--- src/tsp_pkg.sv ---
// Behaviour
// - Address byte: seven address bits, then direction.
// - Answer only the one fixed slave address.
// - First written byte loads the pointer.
// - Reads return the register the pointer selects.
// - Pointer-only write is accepted to retarget reads.
// - Pointer holds across reads until next write.
// - Data leaves most significant bit first.
// - Stuck low line resets the interface when enabled.
// - Timeout enable is fault register bit seven.
// - High-speed code is not acknowledged, sets high-speed.
// - Stop returns the filters to fast mode.
// - Write to pointer 0F starts one conversion.
// - Pointer resets to zero.
// - Pair bytes of a result stay locked together.
`default_nettype none
package tsp_pkg;

   ////////////////////////////////////////////////////////////////////////////
   // Pointer values; read and write pointers differ for low offsets.
   localparam logic [7:0] PTR_LT_HI = 8'h00;
   localparam logic [7:0] PTR_RT_HI = 8'h01;
   localparam logic [7:0] PTR_STATUS = 8'h02;
   localparam logic [7:0] PTR_CFG_RD = 8'h03;
   localparam logic [7:0] PTR_RATE_RD = 8'h04;
   localparam logic [7:0] PTR_LHL_RD = 8'h05;
   localparam logic [7:0] PTR_LLL_RD = 8'h06;
   localparam logic [7:0] PTR_RHLH_RD = 8'h07;
   localparam logic [7:0] PTR_RLLH_RD = 8'h08;
   localparam logic [7:0] PTR_CFG_WR = 8'h09;
   localparam logic [7:0] PTR_RATE_WR = 8'h0a;
   localparam logic [7:0] PTR_LHL_WR = 8'h0b;
   localparam logic [7:0] PTR_LLL_WR = 8'h0c;
   localparam logic [7:0] PTR_RHLH_WR = 8'h0d;
   localparam logic [7:0] PTR_RLLH_WR = 8'h0e;
   localparam logic [7:0] PTR_ONE_SHOT = 8'h0f;
   localparam logic [7:0] PTR_RT_LO = 8'h10;
   localparam logic [7:0] PTR_OFS_HI = 8'h11;
   localparam logic [7:0] PTR_OFS_LO = 8'h12;
   localparam logic [7:0] PTR_RHLL = 8'h13;
   localparam logic [7:0] PTR_RLLL = 8'h14;
   localparam logic [7:0] PTR_LT_LO = 8'h15;
   localparam logic [7:0] PTR_RCRIT = 8'h19;
   localparam logic [7:0] PTR_LCRIT = 8'h20;
   localparam logic [7:0] PTR_HYST = 8'h21;
   localparam logic [7:0] PTR_FAULT = 8'h22;
   localparam logic [7:0] PTR_IDEAL = 8'h23;
   localparam logic [7:0] PTR_AVG = 8'h24;
   localparam logic [7:0] PTR_MAKER = 8'hfe;
   localparam logic [7:0] PTR_RST = 8'h00;

   ////////////////////////////////////////////////////////////////////////////
   // Writable bit masks, fixed bits and field positions.
   localparam logic [7:0] MASK_CFG = 8'he4;
   localparam logic [7:0] MASK_RATE = 8'h0f;
   localparam logic [7:0] MASK_LO = 8'hf0;
   localparam logic [7:0] MASK_FAULT = 8'h8e;
   localparam logic [7:0] FAULT_FIXED = 8'h01;
   localparam logic [7:0] MASK_AVG = 8'h03;
   localparam int TIMEOUT_EN_BIT = 7;
   localparam logic [4:0] HS_CODE_PFX = 5'h01;

   // Factory address variants.
   localparam logic [6:0] ADDR_VAR_A = 7'h49;
   localparam logic [6:0] ADDR_VAR_B = 7'h4c;
   localparam logic [6:0] ADDR_VAR_C = 7'h4e;

   // Reset values of the writable registers.
   localparam logic [7:0] RST_CFG = 8'h00;
   localparam logic [7:0] RST_RATE = 8'h08;
   localparam logic [7:0] RST_HLIM = 8'h55;
   localparam logic [7:0] RST_ZERO = 8'h00;
   localparam logic [7:0] RST_CRIT = 8'h6e;
   localparam logic [7:0] RST_HYST = 8'h0a;
   localparam logic [7:0] RST_FAULT = 8'h00;

   ////////////////////////////////////////////////////////////////////////////
   // Timing: bus stuck timeout.
   localparam int unsigned CLK_HZ = 100_000_000;
   localparam int unsigned TIMEOUT_MS = 25;
   localparam int unsigned TIMEOUT_CYCLES = CLK_HZ / 1000 * TIMEOUT_MS;
   localparam int TO_W = 22;

   ////////////////////////////////////////////////////////////////////////////
   // Types.
   typedef struct packed {
      logic [7:0] configuration;
      logic [7:0] conversion_rate;
      logic [7:0] local_high_limit;
      logic [7:0] local_low_limit;
      logic [7:0] remote_high_limit_high_byte;
      logic [7:0] remote_low_limit_high_byte;
      logic [7:0] remote_offset_high_byte;
      logic [7:0] remote_offset_low_byte;
      logic [7:0] remote_high_limit_low_byte;
      logic [7:0] remote_low_limit_low_byte;
      logic [7:0] remote_critical_limit;
      logic [7:0] local_critical_limit;
      logic [7:0] critical_hysteresis;
      logic [7:0] fault_count_and_timeout;
      logic [7:0] ideality_correction;
      logic [7:0] averaging_control;
   } tsp_settings_s;

   localparam tsp_settings_s SETTINGS_RST = '{
      RST_CFG, RST_RATE, RST_HLIM, RST_ZERO, RST_HLIM, RST_ZERO,
      RST_ZERO, RST_ZERO, RST_ZERO, RST_ZERO, RST_CRIT, RST_CRIT,
      RST_HYST, RST_FAULT, RST_ZERO, RST_ZERO};

   typedef struct packed {
      logic [11:0] local_temp;
      logic [11:0] remote_temp;
   } tsp_temp_s;

   typedef enum logic [2:0] {
      ST_IDLE = 3'h0,
      ST_ADDR = 3'h1,
      ST_ACK = 3'h3,
      ST_RX = 3'h2,
      ST_TX = 3'h6,
      ST_MACK = 3'h7,
      ST_WAIT = 3'h5
   } tsp_state_e;

endpackage : tsp_pkg

`default_nettype wire

--- src/tsp_smbus_slave.sv ---
`timescale 1ns/1ns
`default_nettype none

// Serial slave port of the temperature sensor, sampling the bus pins.
module tsp_smbus_slave #(
   parameter logic [6:0] SLAVE_ADDR = tsp_pkg::ADDR_VAR_B,
   parameter logic [7:0] MAKER_ID = 8'h3a, // Value is arbitrary.
   parameter int unsigned TIMEOUT_CYCLES = tsp_pkg::TIMEOUT_CYCLES
) (
   input wire logic clock,
   input wire logic reset,
   input wire logic scl_in,
   input wire logic sda_in,
   output var logic sda_out,
   output var logic sda_oe,
   input wire tsp_pkg::tsp_temp_s temps,
   input wire logic temp_update,
   input wire logic [7:0] status_flags,
   output var tsp_pkg::tsp_settings_s settings,
   output var logic high_speed_bus_mode,
   output var logic one_shot_start,
   output var logic status_read
);
   import tsp_pkg::*;

   ////////////////////////////////////////////////////////////////////////////
   // Pin sampling and bus condition detection.

   logic scl_s;
   logic sda_s;
   logic scl_q;
   logic sda_q;

   tsp_sync #(.RST_VAL(1'b1)) u_scl_sync (
      .clock(clock),
      .reset(reset),
      .pin(scl_in),
      .level(scl_s)
   );

   tsp_sync #(.RST_VAL(1'b1)) u_sda_sync (
      .clock(clock),
      .reset(reset),
      .pin(sda_in),
      .level(sda_s)
   );

   // Previous synchronised levels for edge detection.
   always_ff @(posedge clock)
   begin
      if (reset)
      begin
         scl_q <= 1'b1;
         sda_q <= 1'b1;
      end
      else
      begin
         scl_q <= scl_s;
         sda_q <= sda_s;
      end
   end

   logic scl_rise;
   logic scl_fall;
   logic bus_start;
   logic bus_stop;

   // Data changing while the clock stays high marks start and stop.
   assign scl_rise = scl_s & ~scl_q;
   assign scl_fall = ~scl_s & scl_q;
   assign bus_start = scl_s & scl_q & sda_q & ~sda_s;
   assign bus_stop = scl_s & scl_q & ~sda_q & sda_s;

   ////////////////////////////////////////////////////////////////////////////
   // Transfer state.

   tsp_state_e state_r;
   logic [7:0] sh_r;
   logic [2:0] bit_cnt_r;
   logic rw_r;
   logic ack_ph_r;
   logic ptr_phase_r;
   logic tx_done_r;
   logic nack_r;
   logic [7:0] ptr_r;
   logic [7:0] rd_data;
   logic [7:0] byte_in;
   logic byte_done;
   logic wr_fire;
   logic rd_fire;
   logic to_fire;
   logic [TO_W-1:0] to_cnt_r;

   // Byte completes on the eighth rising clock edge.
   assign byte_in = {sh_r[6:0], sda_s};
   assign byte_done = scl_rise && (bit_cnt_r == 3'h7);
   assign wr_fire = (state_r == ST_RX) && byte_done && !ptr_phase_r;
   assign rd_fire = scl_fall && ((state_r == ST_ACK && ack_ph_r && rw_r) ||
                    (state_r == ST_MACK && !nack_r));

   // Bus state machine; start wins over everything but reset and timeout.
   always_ff @(posedge clock)
   begin
      if (reset || to_fire)
      begin
         state_r <= ST_IDLE;
      end
      else if (bus_start)
      begin
         state_r <= ST_ADDR;
      end
      else if (bus_stop)
      begin
         state_r <= ST_IDLE;
      end
      else
      begin
         case (state_r)
            ST_ADDR:
               if (byte_done)
               begin
                  if (byte_in[7:3] == HS_CODE_PFX)
                     state_r <= ST_WAIT;
                  else if (byte_in[7:1] == SLAVE_ADDR)
                     state_r <= ST_ACK;
                  else
                     state_r <= ST_WAIT;
               end
            ST_ACK:
               if (scl_fall && ack_ph_r)
                  state_r <= rw_r ? ST_TX : ST_RX;
            ST_RX:
               if (byte_done)
                  state_r <= ST_ACK;
            ST_TX:
               if (scl_fall && tx_done_r)
                  state_r <= ST_MACK;
            ST_MACK:
               if (scl_fall)
                  state_r <= nack_r ? ST_WAIT : ST_TX;
            ST_IDLE, ST_WAIT:
               state_r <= state_r;
            default:
               state_r <= ST_IDLE;
         endcase
      end
   end

   // Bit counter, shift register and phase flags.
   always_ff @(posedge clock)
   begin
      if (reset || bus_start || bus_stop || to_fire)
      begin
         sh_r <= 8'h00;
         bit_cnt_r <= 3'h0;
         ack_ph_r <= 1'b0;
         tx_done_r <= 1'b0;
         nack_r <= 1'b0;
         if (reset || bus_start || to_fire)
            rw_r <= 1'b0;
         ptr_phase_r <= 1'b1;
      end
      else
      begin
         if (rd_fire)
         begin
            sh_r <= rd_data;
            bit_cnt_r <= 3'h0;
            tx_done_r <= 1'b0;
         end
         else if (scl_rise && (state_r == ST_ADDR || state_r == ST_RX))
         begin
            sh_r <= byte_in;
            bit_cnt_r <= bit_cnt_r + 3'h1;
         end
         else if (scl_rise && state_r == ST_TX)
         begin
            sh_r <= {sh_r[6:0], 1'b0};
            bit_cnt_r <= bit_cnt_r + 3'h1;
            tx_done_r <= (bit_cnt_r == 3'h7);
         end
         if (state_r == ST_ADDR && byte_done)
            rw_r <= sda_s;
         if (wr_fire || (state_r == ST_RX && byte_done))
            ptr_phase_r <= 1'b0;
         if (state_r == ST_ACK && scl_fall)
            ack_ph_r <= ~ack_ph_r;
         if (state_r == ST_MACK && scl_rise)
            nack_r <= sda_s;
      end
   end

   ////////////////////////////////////////////////////////////////////////////
   // Data line drive: acknowledge and read data, changed on falling clock.

   always_ff @(posedge clock)
   begin
      if (reset || bus_start || bus_stop || to_fire)
      begin
         sda_oe <= 1'b0;
      end
      else if (scl_fall)
      begin
         case (state_r)
            ST_ACK:
               sda_oe <= ack_ph_r ? (rw_r & ~rd_data[7]) : 1'b1;
            ST_TX:
               sda_oe <= tx_done_r ? 1'b0 : ~sh_r[7];
            ST_MACK:
               sda_oe <= nack_r ? 1'b0 : ~rd_data[7];
            default:
               sda_oe <= 1'b0;
         endcase
      end
   end

   // The pin is open drain: only a low level is ever driven.
   always_ff @(posedge clock)
   begin
      sda_out <= 1'b0;
   end

   ////////////////////////////////////////////////////////////////////////////
   // Pointer register.

   always_ff @(posedge clock)
   begin
      if (reset)
         ptr_r <= PTR_RST;
      else if (state_r == ST_RX && byte_done && ptr_phase_r)
         ptr_r <= byte_in;
   end

   ////////////////////////////////////////////////////////////////////////////
   // Bus stuck timeout, counted while a line is held low in a transfer.

   always_ff @(posedge clock)
   begin
      if (reset || !settings.fault_count_and_timeout[TIMEOUT_EN_BIT] ||
          state_r == ST_IDLE || (scl_s && sda_s))
         to_cnt_r <= '0;
      else if (!to_fire)
         to_cnt_r <= to_cnt_r + TO_W'(1);
   end

   assign to_fire = (to_cnt_r == TO_W'(TIMEOUT_CYCLES - 1));

   // High-speed mode holds from the master code until a stop or a timeout.
   always_ff @(posedge clock)
   begin
      if (reset || bus_stop || to_fire)
         high_speed_bus_mode <= 1'b0;
      else if (state_r == ST_ADDR && byte_done &&
               byte_in[7:3] == HS_CODE_PFX)
         high_speed_bus_mode <= 1'b1;
   end

   ////////////////////////////////////////////////////////////////////////////
   // Writable registers.

   always_ff @(posedge clock)
   begin
      if (reset)
      begin
         settings <= SETTINGS_RST;
      end
      else if (wr_fire)
      begin
         case (ptr_r)
            PTR_CFG_WR: settings.configuration <= byte_in & MASK_CFG;
            PTR_RATE_WR: settings.conversion_rate <= byte_in & MASK_RATE;
            PTR_LHL_WR: settings.local_high_limit <= byte_in;
            PTR_LLL_WR: settings.local_low_limit <= byte_in;
            PTR_RHLH_WR: settings.remote_high_limit_high_byte <= byte_in;
            PTR_RLLH_WR: settings.remote_low_limit_high_byte <= byte_in;
            PTR_OFS_HI: settings.remote_offset_high_byte <= byte_in;
            PTR_OFS_LO: settings.remote_offset_low_byte <= byte_in & MASK_LO;
            PTR_RHLL: settings.remote_high_limit_low_byte <= byte_in & MASK_LO;
            PTR_RLLL: settings.remote_low_limit_low_byte <= byte_in & MASK_LO;
            PTR_RCRIT: settings.remote_critical_limit <= byte_in;
            PTR_LCRIT: settings.local_critical_limit <= byte_in;
            PTR_HYST: settings.critical_hysteresis <= byte_in;
            PTR_FAULT: settings.fault_count_and_timeout <= byte_in & MASK_FAULT;
            PTR_IDEAL: settings.ideality_correction <= byte_in;
            PTR_AVG: settings.averaging_control <= byte_in & MASK_AVG;
            default: settings <= settings;
         endcase
      end
   end

   // One-shot start and status-read pulses.
   always_ff @(posedge clock)
   begin
      if (reset)
      begin
         one_shot_start <= 1'b0;
         status_read <= 1'b0;
      end
      else
      begin
         one_shot_start <= wr_fire && (ptr_r == PTR_ONE_SHOT);
         status_read <= rd_fire && (ptr_r == PTR_STATUS);
      end
   end

   ////////////////////////////////////////////////////////////////////////////
   // Temperature results with pair locking.

   logic [7:0] lt_hi_r;
   logic [3:0] lt_lo_r;
   logic [7:0] rt_hi_r;
   logic [3:0] rt_lo_r;
   logic lk_l_hi_r;
   logic lk_l_lo_r;
   logic lk_r_hi_r;
   logic lk_r_lo_r;

   // A locked byte keeps its value until any register other than its partner is read.
   always_ff @(posedge clock)
   begin
      if (reset)
      begin
         lt_hi_r <= 8'h00;
         lt_lo_r <= 4'h0;
         rt_hi_r <= 8'h00;
         rt_lo_r <= 4'h0;
      end
      else if (temp_update)
      begin
         if (!lk_l_hi_r)
            lt_hi_r <= temps.local_temp[11:4];
         if (!lk_l_lo_r)
            lt_lo_r <= temps.local_temp[3:0];
         if (!lk_r_hi_r)
            rt_hi_r <= temps.remote_temp[11:4];
         if (!lk_r_lo_r)
            rt_lo_r <= temps.remote_temp[3:0];
      end
   end

   // Reading an unlocked half locks the other; reading elsewhere frees all.
   always_ff @(posedge clock)
   begin
      if (reset)
      begin
         lk_l_hi_r <= 1'b0;
         lk_l_lo_r <= 1'b0;
         lk_r_hi_r <= 1'b0;
         lk_r_lo_r <= 1'b0;
      end
      else if (rd_fire)
      begin
         lk_l_hi_r <= (ptr_r == PTR_LT_LO) && !lk_l_lo_r;
         lk_l_lo_r <= (ptr_r == PTR_LT_HI) && !lk_l_hi_r;
         lk_r_hi_r <= (ptr_r == PTR_RT_LO) && !lk_r_lo_r;
         lk_r_lo_r <= (ptr_r == PTR_RT_HI) && !lk_r_hi_r;
      end
   end

   ////////////////////////////////////////////////////////////////////////////
   // Read multiplexer selected by the stored pointer.

   always_comb
   begin
      case (ptr_r)
         PTR_LT_HI: rd_data = lt_hi_r;
         PTR_RT_HI: rd_data = rt_hi_r;
         PTR_STATUS: rd_data = status_flags;
         PTR_CFG_RD: rd_data = settings.configuration;
         PTR_RATE_RD: rd_data = settings.conversion_rate;
         PTR_LHL_RD: rd_data = settings.local_high_limit;
         PTR_LLL_RD: rd_data = settings.local_low_limit;
         PTR_RHLH_RD: rd_data = settings.remote_high_limit_high_byte;
         PTR_RLLH_RD: rd_data = settings.remote_low_limit_high_byte;
         PTR_RT_LO: rd_data = {rt_lo_r, 4'h0};
         PTR_OFS_HI: rd_data = settings.remote_offset_high_byte;
         PTR_OFS_LO: rd_data = settings.remote_offset_low_byte;
         PTR_RHLL: rd_data = settings.remote_high_limit_low_byte;
         PTR_RLLL: rd_data = settings.remote_low_limit_low_byte;
         PTR_LT_LO: rd_data = {lt_lo_r, 4'h0};
         PTR_RCRIT: rd_data = settings.remote_critical_limit;
         PTR_LCRIT: rd_data = settings.local_critical_limit;
         PTR_HYST: rd_data = settings.critical_hysteresis;
         PTR_FAULT: rd_data = settings.fault_count_and_timeout | FAULT_FIXED;
         PTR_IDEAL: rd_data = settings.ideality_correction;
         PTR_AVG: rd_data = settings.averaging_control;
         PTR_MAKER: rd_data = MAKER_ID;
         default: rd_data = 8'h00;
      endcase
   end

endmodule : tsp_smbus_slave

`default_nettype wire

--- src/tsp_sync.sv ---
`timescale 1ns/1ns
`default_nettype none

// Two-flop synchroniser for a bus pin; idles at the given level.
module tsp_sync #(
   parameter logic RST_VAL = 1'b1
) (
   input wire logic clock,
   input wire logic reset,
   input wire logic pin,
   output var logic level
);

   logic meta_r;

   // The first flop is read only by the second.
   always_ff @(posedge clock)
   begin
      if (reset)
      begin
         meta_r <= RST_VAL;
         level <= RST_VAL;
      end
      else
      begin
         meta_r <= pin;
         level <= meta_r;
      end
   end

endmodule : tsp_sync

`default_nettype wire

--- config.mk ---
export PLATFORM = sky130hd
export DESIGN_NAME = tsp_smbus_slave
export DESIGN_NICKNAME = d
export VERILOG_FILES = /design/src/tsp_pkg.sv /design/src/tsp_smbus_slave.sv /design/src/tsp_sync.sv
export SDC_FILE = /design/constraint.sdc
export NUM_CORES = 1
export LEC_CHECK = 0
export BUFFER_PORTS_ARGS = -buffer_cell sky130_fd_sc_hd__buf_2
export CAP_MARGIN = 5
export CORE_MARGIN = 3
export CORE_UTILIZATION = 30
export CTS_BUF_LIST = sky130_fd_sc_hd__clkbuf_4
export CTS_CLUSTER_SIZE = 40
export DETAILED_ROUTE_END_ITERATION = 12
export GPL_TIMING_DRIVEN = 0
export SYNTH_ARGS = -nofsm -noshare
export SYNTH_HDL_FRONTEND = slang
export SYNTH_HIERARCHICAL = 1
export SYNTH_SLANG_ARGS = --single-unit
--- constraint.sdc ---
create_clock -name clock -period 2.09 [get_ports clock]
set_input_delay 0.1045 -clock clock [delete_from_list [all_inputs] [get_ports clock]]
set_output_delay 0.1045 -clock clock [all_outputs]
set_load 0.02 [all_outputs]
==> results of run 1 <==
-- power by group --
group          total [mW]  switching, mW  internal (mW)
Clock                2.20           1.44          0.764
Sequential           3.61         0.0372           3.57
Combinational       0.436          0.247          0.189
-- per-layer routing --
layer	vias up	wire length, um	global-route usage [%]	share of wire [%]
met5	-	0	0	0
met4	0	1800	10.6	4.7
met3	91	3790	4.95	9.8
met2	557	16500	33.8	43
met1	4486	16400	31.5	43
li1	4354	-	-	-
-- synthesized netlist by cell type, types with 16 or more instances --
library cell  instances  area [sq um]
a21oi_1              80           400
buf_2                23           115
buf_4                33           248
clkbuf_1             56           210
dfxtp_1             184          3680
mux2i_1              77           771
nand2_1             113           424
nand3_1              92           460
nor2_1              126           473
nor2b_1              16           100
nor3_1               17          85.1
o21ai_0              24           120
-- cell type report --
cell class / count / area (sq um)
multi-input combinational: 806 / 5230
buffer: 113 / 738
fill: 3099 / 17900
sequential: 185 / 3730
clock buffer: 17 / 128
inverter: 15 / 57.6
antenna: 2 / 5.00
timing repair buffer: 210 / 1370
tap: 390 / 488
clock inverter: 15 / 183
-- cells by family (layout without fill, tap and decap cells) --
logic type	count (synthesis)	in the layout
flops	185	185
mux	91	91
xor+xnor	17	17
simple gates	467	467
compound gates	197	197
fa+ha+maj	3	3
other cells	1	33
buf+inv	134	370
-- layout by cell type (no fill, tap or decap), types with 9 or more instances in the layout --
| cell type | instances |
|---|---|
| nor2_1 | 122 |
| conb_1 | 31 |
| buf_6 | 15 |
| mux2i_1 | 74 |
| nand3b_1 | 13 |
| a21oi_1 | 77 |
| clkbuf_1 | 35 |
| a211o_1 | 12 |
| nand4_1 | 14 |
| nand2_1 | 107 |
| inv_1 | 14 |
| dlygate4sd3_1 | 30 |
| clkbuf_4 | 22 |
| nand3_1 | 85 |
| nor2b_1 | 12 |
| dfxtp_1 | 173 |
| a32oi_1 | 9 |
| nor3_1 | 10 |
| buf_4 | 78 |
| dfxtp_2 | 9 |
| buf_2 | 143 |
| clkbuf_2 | 10 |
| o21ai_0 | 23 |
| mux2_2 | 14 |
| xor2_1 | 10 |
-- final timing paths --
path | end | slack, ps | cells after the start
worst max-delay path | sh_r[6] | -120 | 7
worst min-delay path | sh_r[4] | 40 | 4
worst max register to register | sh_r[6] | -120 | 7
worst min register to register | u_sda_sync/level | 430 | 1
-- timing repair --
item,CTS,global route
endpoints found under the hold margin,29,0
cloned,3,1
setup endpoints to repair,140,125
pin swaps,28,18
hold buffers,30,0
buffers inserted,27,12
gates resized for setup,121,56
-- sequential cells by signal (all words and copies together) (netlist names), 3 cells and up --
register,flops
state_r,3
rt_lo_r,4
lt_lo_r,4
settings,98
bit_cnt_r,3
sh_r,8
ptr_r,8
lt_hi_r,8
to_cnt_r,22
rt_hi_r,8
-- worst register-to-register path, stage by stage, from the launching register on --
cell     delay [ps]
dfxtp_2         360
buf_6           120
or4b_4          570
nor3_4          310
a32oi_1          90
or2_1           260
a41oi_2         250
o221a_2         220
==> impl_results.md, run 1 <==
* Outcome: finished, violations left
* Violated checks: negative setup slack
* Worst Slack Setup Final at -125 ps
* DR pass1 iterations at 5
* WP data arrival at 2790 ps
* Mapped Cells at 1095
* WHS at 43.7 ps
* Global route overflow at 0
* Final core occ at 40.0%
* Worst clock skew at 42.0 ps
* Vias per cell at 5.41
* Placed cell count at 1653
* WL per Instance at 22.0 um
* Min-Delay Path Class: in -> reg
* First-pass GRT wire length at 56800 um
* Worst-path maximum fanout at 5
* Yosys Warn Count at 6
* Startpoint types: flip-flop
* # DRC at 0
* Crit-path cells: buf_6 -> or4b_4 -> nor3_4 -> a32oi_1 -> or2_1 -> a41oi_2 -> o221a_2
* Vias in the first global route at 8934
* Yosys reg bits at 185
* Clock tree buffer depth at 2
* Synth unique cells at 79
* Mapped Area at 9100 sq um
* Hold Violations, Final at 0
* Max-Cap Viols at 0
* Synthesized-area fraction occupied by adder cells at 0.412%
* Mapped Avg Cell Area at 8.31 sq um
* Seq/Total Area, Yosys at 40.8%
* Peak Freq at 0.451 GHz
* Chip width at 180 um
* Clk pin slew, worst setup/hold paths at 160 ps
* Nets at 1388
* Leak pwr at 4.92 nW
* Row cnt at 63
* Share of flip-flops with an asynchronous set or reset after synthesis at 0%
* CTS Root Cell: clkbuf_4
* Most used DFF post-synth: dfxtp_1
* Antenna-violating nets left at 0
* Finished Cell Area at 11900 sq um
* Simple-gate share of the synthesized area at 25.3%
* Critical Path RT at 2660 ps
* WS Path Type: reg -> reg
* Maximum number of pins on one net before global-route repair at 19
* Clk_lat worst skew at 640 ps
* # IOs at 170
* Number of flops mapped to enable cells by yosys at 1
* TritonCTS clock tree: yes
* PwrDens at 523 nW/um^2
* Via count at 9488
* Worst reg2reg startpoint: ptr_r[7]
* CTS buffer count at 17
* H-Tree Depth at 4
* Relative slew slack at 33.5%
* Die height at 180 um
* Routability congestion estimate at 1.03
* Power, Total at 6.24 mW
* Post-detail-place hpwl at 28500 um
* Setup TNS Final at -1040 ps
* Tightest Pin Transition at 997 ps
* Mux cell area share after synthesis at 10.2%
* Slowest CP cell: or4b_4
* Min-delay src: status_flags[4]
* Crit share post-route at 106%
* Post-synthesis compound-gate area fraction at 14.1%
* Clk sinks at 185
* Slew Limit Fails at 0
* Initial Utilization at 30.5%
* Port bufs at 138
* Gr usage total at 22.8%
* Initial antenna violation count at 1
* RSZ-0062 raised after global routing: yes
* Synth Area in XOR/XNOR at 1.64%
* Routed WL at 38500 um
* Endpoint type of the worst setup path: flip-flop
* Tmin final at 2210 ps
* Area grow syn2layout at 31.1%
* Core area at 29800 sq um
* VDD IR-drop max at 0.000283 V
* Pre-CTS setup slack at -767 ps
* Final cell count without fillers at 1753
* Layout cell share with drive strength beyond 1 at 28.9%
* CP Launch Point: ptr_r[7]
* Buffers & Inverters on Critical Path at 1
* Drt initial violations at 904
* Family with the most delay on the worst path: simple AND/OR/NAND/NOR gates
* Area post-placement at 10400 sq um
* Largest family of logic cells by synthesized area: simple AND/OR/NAND/NOR gates
* DIE AREA at 32500 sq um
* Max incr delay on CP at 570 ps
* Setup violators final at 22
(Power assumes the default switching activity.)
==> run 2, diff against run 1 <==
--- a/config.mk
+++ b/config.mk
@@ -13,6 +13,7 @@
 export CTS_CLUSTER_SIZE = 40
 export DETAILED_ROUTE_END_ITERATION = 12
 export GPL_TIMING_DRIVEN = 0
+export PLACE_DENSITY = 0.56
 export SYNTH_ARGS = -nofsm -noshare
 export SYNTH_HDL_FRONTEND = slang
 export SYNTH_HIERARCHICAL = 1
==> impl_results.md, run 2 (synthesis gave the netlist of run 1 again) <==
* Outcome: finished, violations left
* Violated checks: negative setup slack
* Port bufs at 138 (unchanged)
* Setup TNS Final at -618 ps (+421 ps)
* PwrDens at 501 nW/um^2 (-4.2%)
* Max-Cap Viols at 0 (unchanged)
* Chip width at 180 um (unchanged)
* Tightest Pin Transition at 1040 ps (+41.6 ps)
* Depth of the worst register-to-register path at 9 (+2)
* Most frequent cells in the layout: dfxtp_1 (172), buf_2 (143), nor2_1 (121)
* Post-detail-place hpwl at 28700 um (+0.67%)
* Endpoint type of the worst setup path: flip-flop
* CP Launch Point: ptr_r[0]
* Worst-path maximum fanout at 5 (unchanged)
* Vias per cell at 5.41 (-0.14%)
* Startpoint types: flip-flop
* Global route overflow at 0 (unchanged)
* # DRC at 0 (unchanged)
* WL per Instance at 22.2 um (+0.80%)
* First-pass GRT wire length at 57300 um (+0.87%)
* Max FFs per register at 98 (unchanged)
* Layout cell share with drive strength beyond 1 at 29.7% (+0.81 points)
* Row cnt at 63 (unchanged)
* Largest regs: settings (98), to_cnt_r (22)
* Worst Slack Setup Final at -112 ps (+13.2 ps)
* Vias in the first global route at 8939 (+0.056%)
* H-Tree Depth at 4 (unchanged)
* WP data arrival at 2720 ps (-70 ps)
* # IOs at 170 (unchanged)
* Setup crit end: sh_r[5]
* Clk pin slew, worst setup/hold paths at 170 ps (about the same)
* Gr usage total at 23.1% (+0.29 points)
* Routability congestion estimate at 1.03 (about the same)
* Antenna-violating nets left at 0 (unchanged)
* Worst reg2reg startpoint: ptr_r[0]
* DR pass1 iterations at 10 (+5)
* Relative slew slack at 30.7% (-2.8 points)
* Clk_lat worst skew at 630 ps (about the same)
* Maximum number of pins on one net before global-route repair at 18 (-1)
* Via count at 9475 (-0.14%)
* DIE AREA at 32500 sq um (unchanged)
* Top reg by flops: settings
* Clock tree buffer depth at 2 (unchanged)
* Hold Violations, Final at 0 (unchanged)
* Core area at 29800 sq um (unchanged)
* RSZ-0062 raised after global routing: yes
* VDD IR-drop max at 0.000288 V (+2.0%)
* Area grow syn2layout at 32.7%
* Critical R2R Capture: sh_r[5]
* Tmin final at 2200 ps (-13.2 ps)
* Nets at 1388 (unchanged)
* Commonest non-fill, non-tap cell in the layout: dfxtp_1
* Area post-placement at 10400 sq um (unchanged)
* Clk sinks at 185 (unchanged)
* Initial Utilization at 30.5% (unchanged)
* Critical Path RT at 2610 ps (-50 ps)
* Die height at 180 um (unchanged)
* Slew Limit Fails at 0 (unchanged)
* WS Path Type: reg -> reg
* Pre-CTS setup slack at -758 ps (+9.46 ps)
* Initial antenna violation count at 2 (+1)
* Leak pwr at 4.92 nW (about the same)
* Crit share post-route at 105% (-0.63 points)
* Setup violators final at 13 (-41%)
* Final core occ at 40.5% (+0.47 points)
* Min-Delay Path Class: in -> reg
* Finished Cell Area at 12100 sq um (+1.2%)
* Power, Total at 6.05 mW (-3.1%)
* CTS Root Cell: clkbuf_4
* TritonCTS clock tree: yes
* Peak Freq at 0.454 GHz (+0.60%)
* Drt initial violations at 1151 (+27%)
* Routed WL at 38800 um (+0.80%)
* Worst clock skew at 29.2 ps (-12.9 ps)
* CTS buffer count at 17 (unchanged)
* Reg2Reg Setup Slack at -110 ps (about the same)
[run 2: changes by cell type in the layout (fill, tap and decap cells not counted), sizes merged]
cell / before / now
clkbuf: 67 / 65
clkinv: 6 / 8
bufinv: 2 / 1
clkdlybuf4s15: 0 / 1
dlygate4sd3: 30 / 31
inv: 22 / 21
[run 2: through the flow]
step	cells	hold slack, ps
after detailed placement	1653	287
final	1753	147
after CTS	1740	97.3
after floorplan	1125	202
after global routing	1753	119
after global placement	1653	288
[run 2: layout make-up]
| class | instances | area, sq um |
|---|---|---|
| antenna | 2 | 5.00 |
| sequential | 185 | 3740 |
| timing repair buffer | 210 | 1390 |
| fill | 3059 | 17700 |
| tap | 390 | 488 |
| clock buffer | 17 | 128 |
| inverter | 15 | 57.6 |
| multi-input combinational | 806 | 5360 |
| clock inverter | 15 | 140 |
| buffer | 113 | 768 |
[run 2: where the power goes]
group	switching, mW	internal [mW]	leakage [nW]	total [mW]
logic	0.246	0.188	3.27	0.434
registers	0.0386	3.57	1.50	3.61
clock network	1.39	0.620	0.150	2.01
total	1.68	4.37	4.92	6.05
[run 2: what timing repair did]
action | CTS | global route
hold endpoints to repair | 30 | 0
hold buffers | 31 | 0
gates resized for setup | 118 | 90
setup buffers | 29 | 11
pin swaps | 28 | 20
gates cloned | 2 | 0
endpoints found under the setup margin | 140 | 115
[run 2: critical path, stage by stage, from the launching register on]
cell and delay (ps):
dfxtp_4 390, buf_4 140, nor4b_4 120, buf_4 170, buf_4 140, a22o_4 260, a211oi_2 200, o221ai_2 150
o41ai_2 430, a21oi_1 120
[run 2: metal layers]
| metal | track usage [%] | part of all wire [%] | vias up |
|---|---|---|---|
| li1 | - | - | 4339 |
| met1 | 32.3 | 44 | 4554 |
| met2 | 35.1 | 44 | 503 |
| met3 | 4.34 | 8.2 | 79 |
| met4 | 9.24 | 3.9 | 0 |
| met5 | 0 | 0 | - |
[run 2: how the worst min path moves through the flow]
stage / startpoint / end / slack [ps] / cells after the start
floorplan: reset / u_scl_sync/level / 200 / 1
global placement: scl_in / u_scl_sync/meta_r / 290 / 2
detailed placement: scl_in / u_scl_sync/meta_r / 290 / 2
CTS: temp_update / lt_lo_r[2] / 100 / 5
global route: status_flags[7] / sda_oe / 120 / 5
finish: temp_update / lt_lo_r[2] / 150 / 5
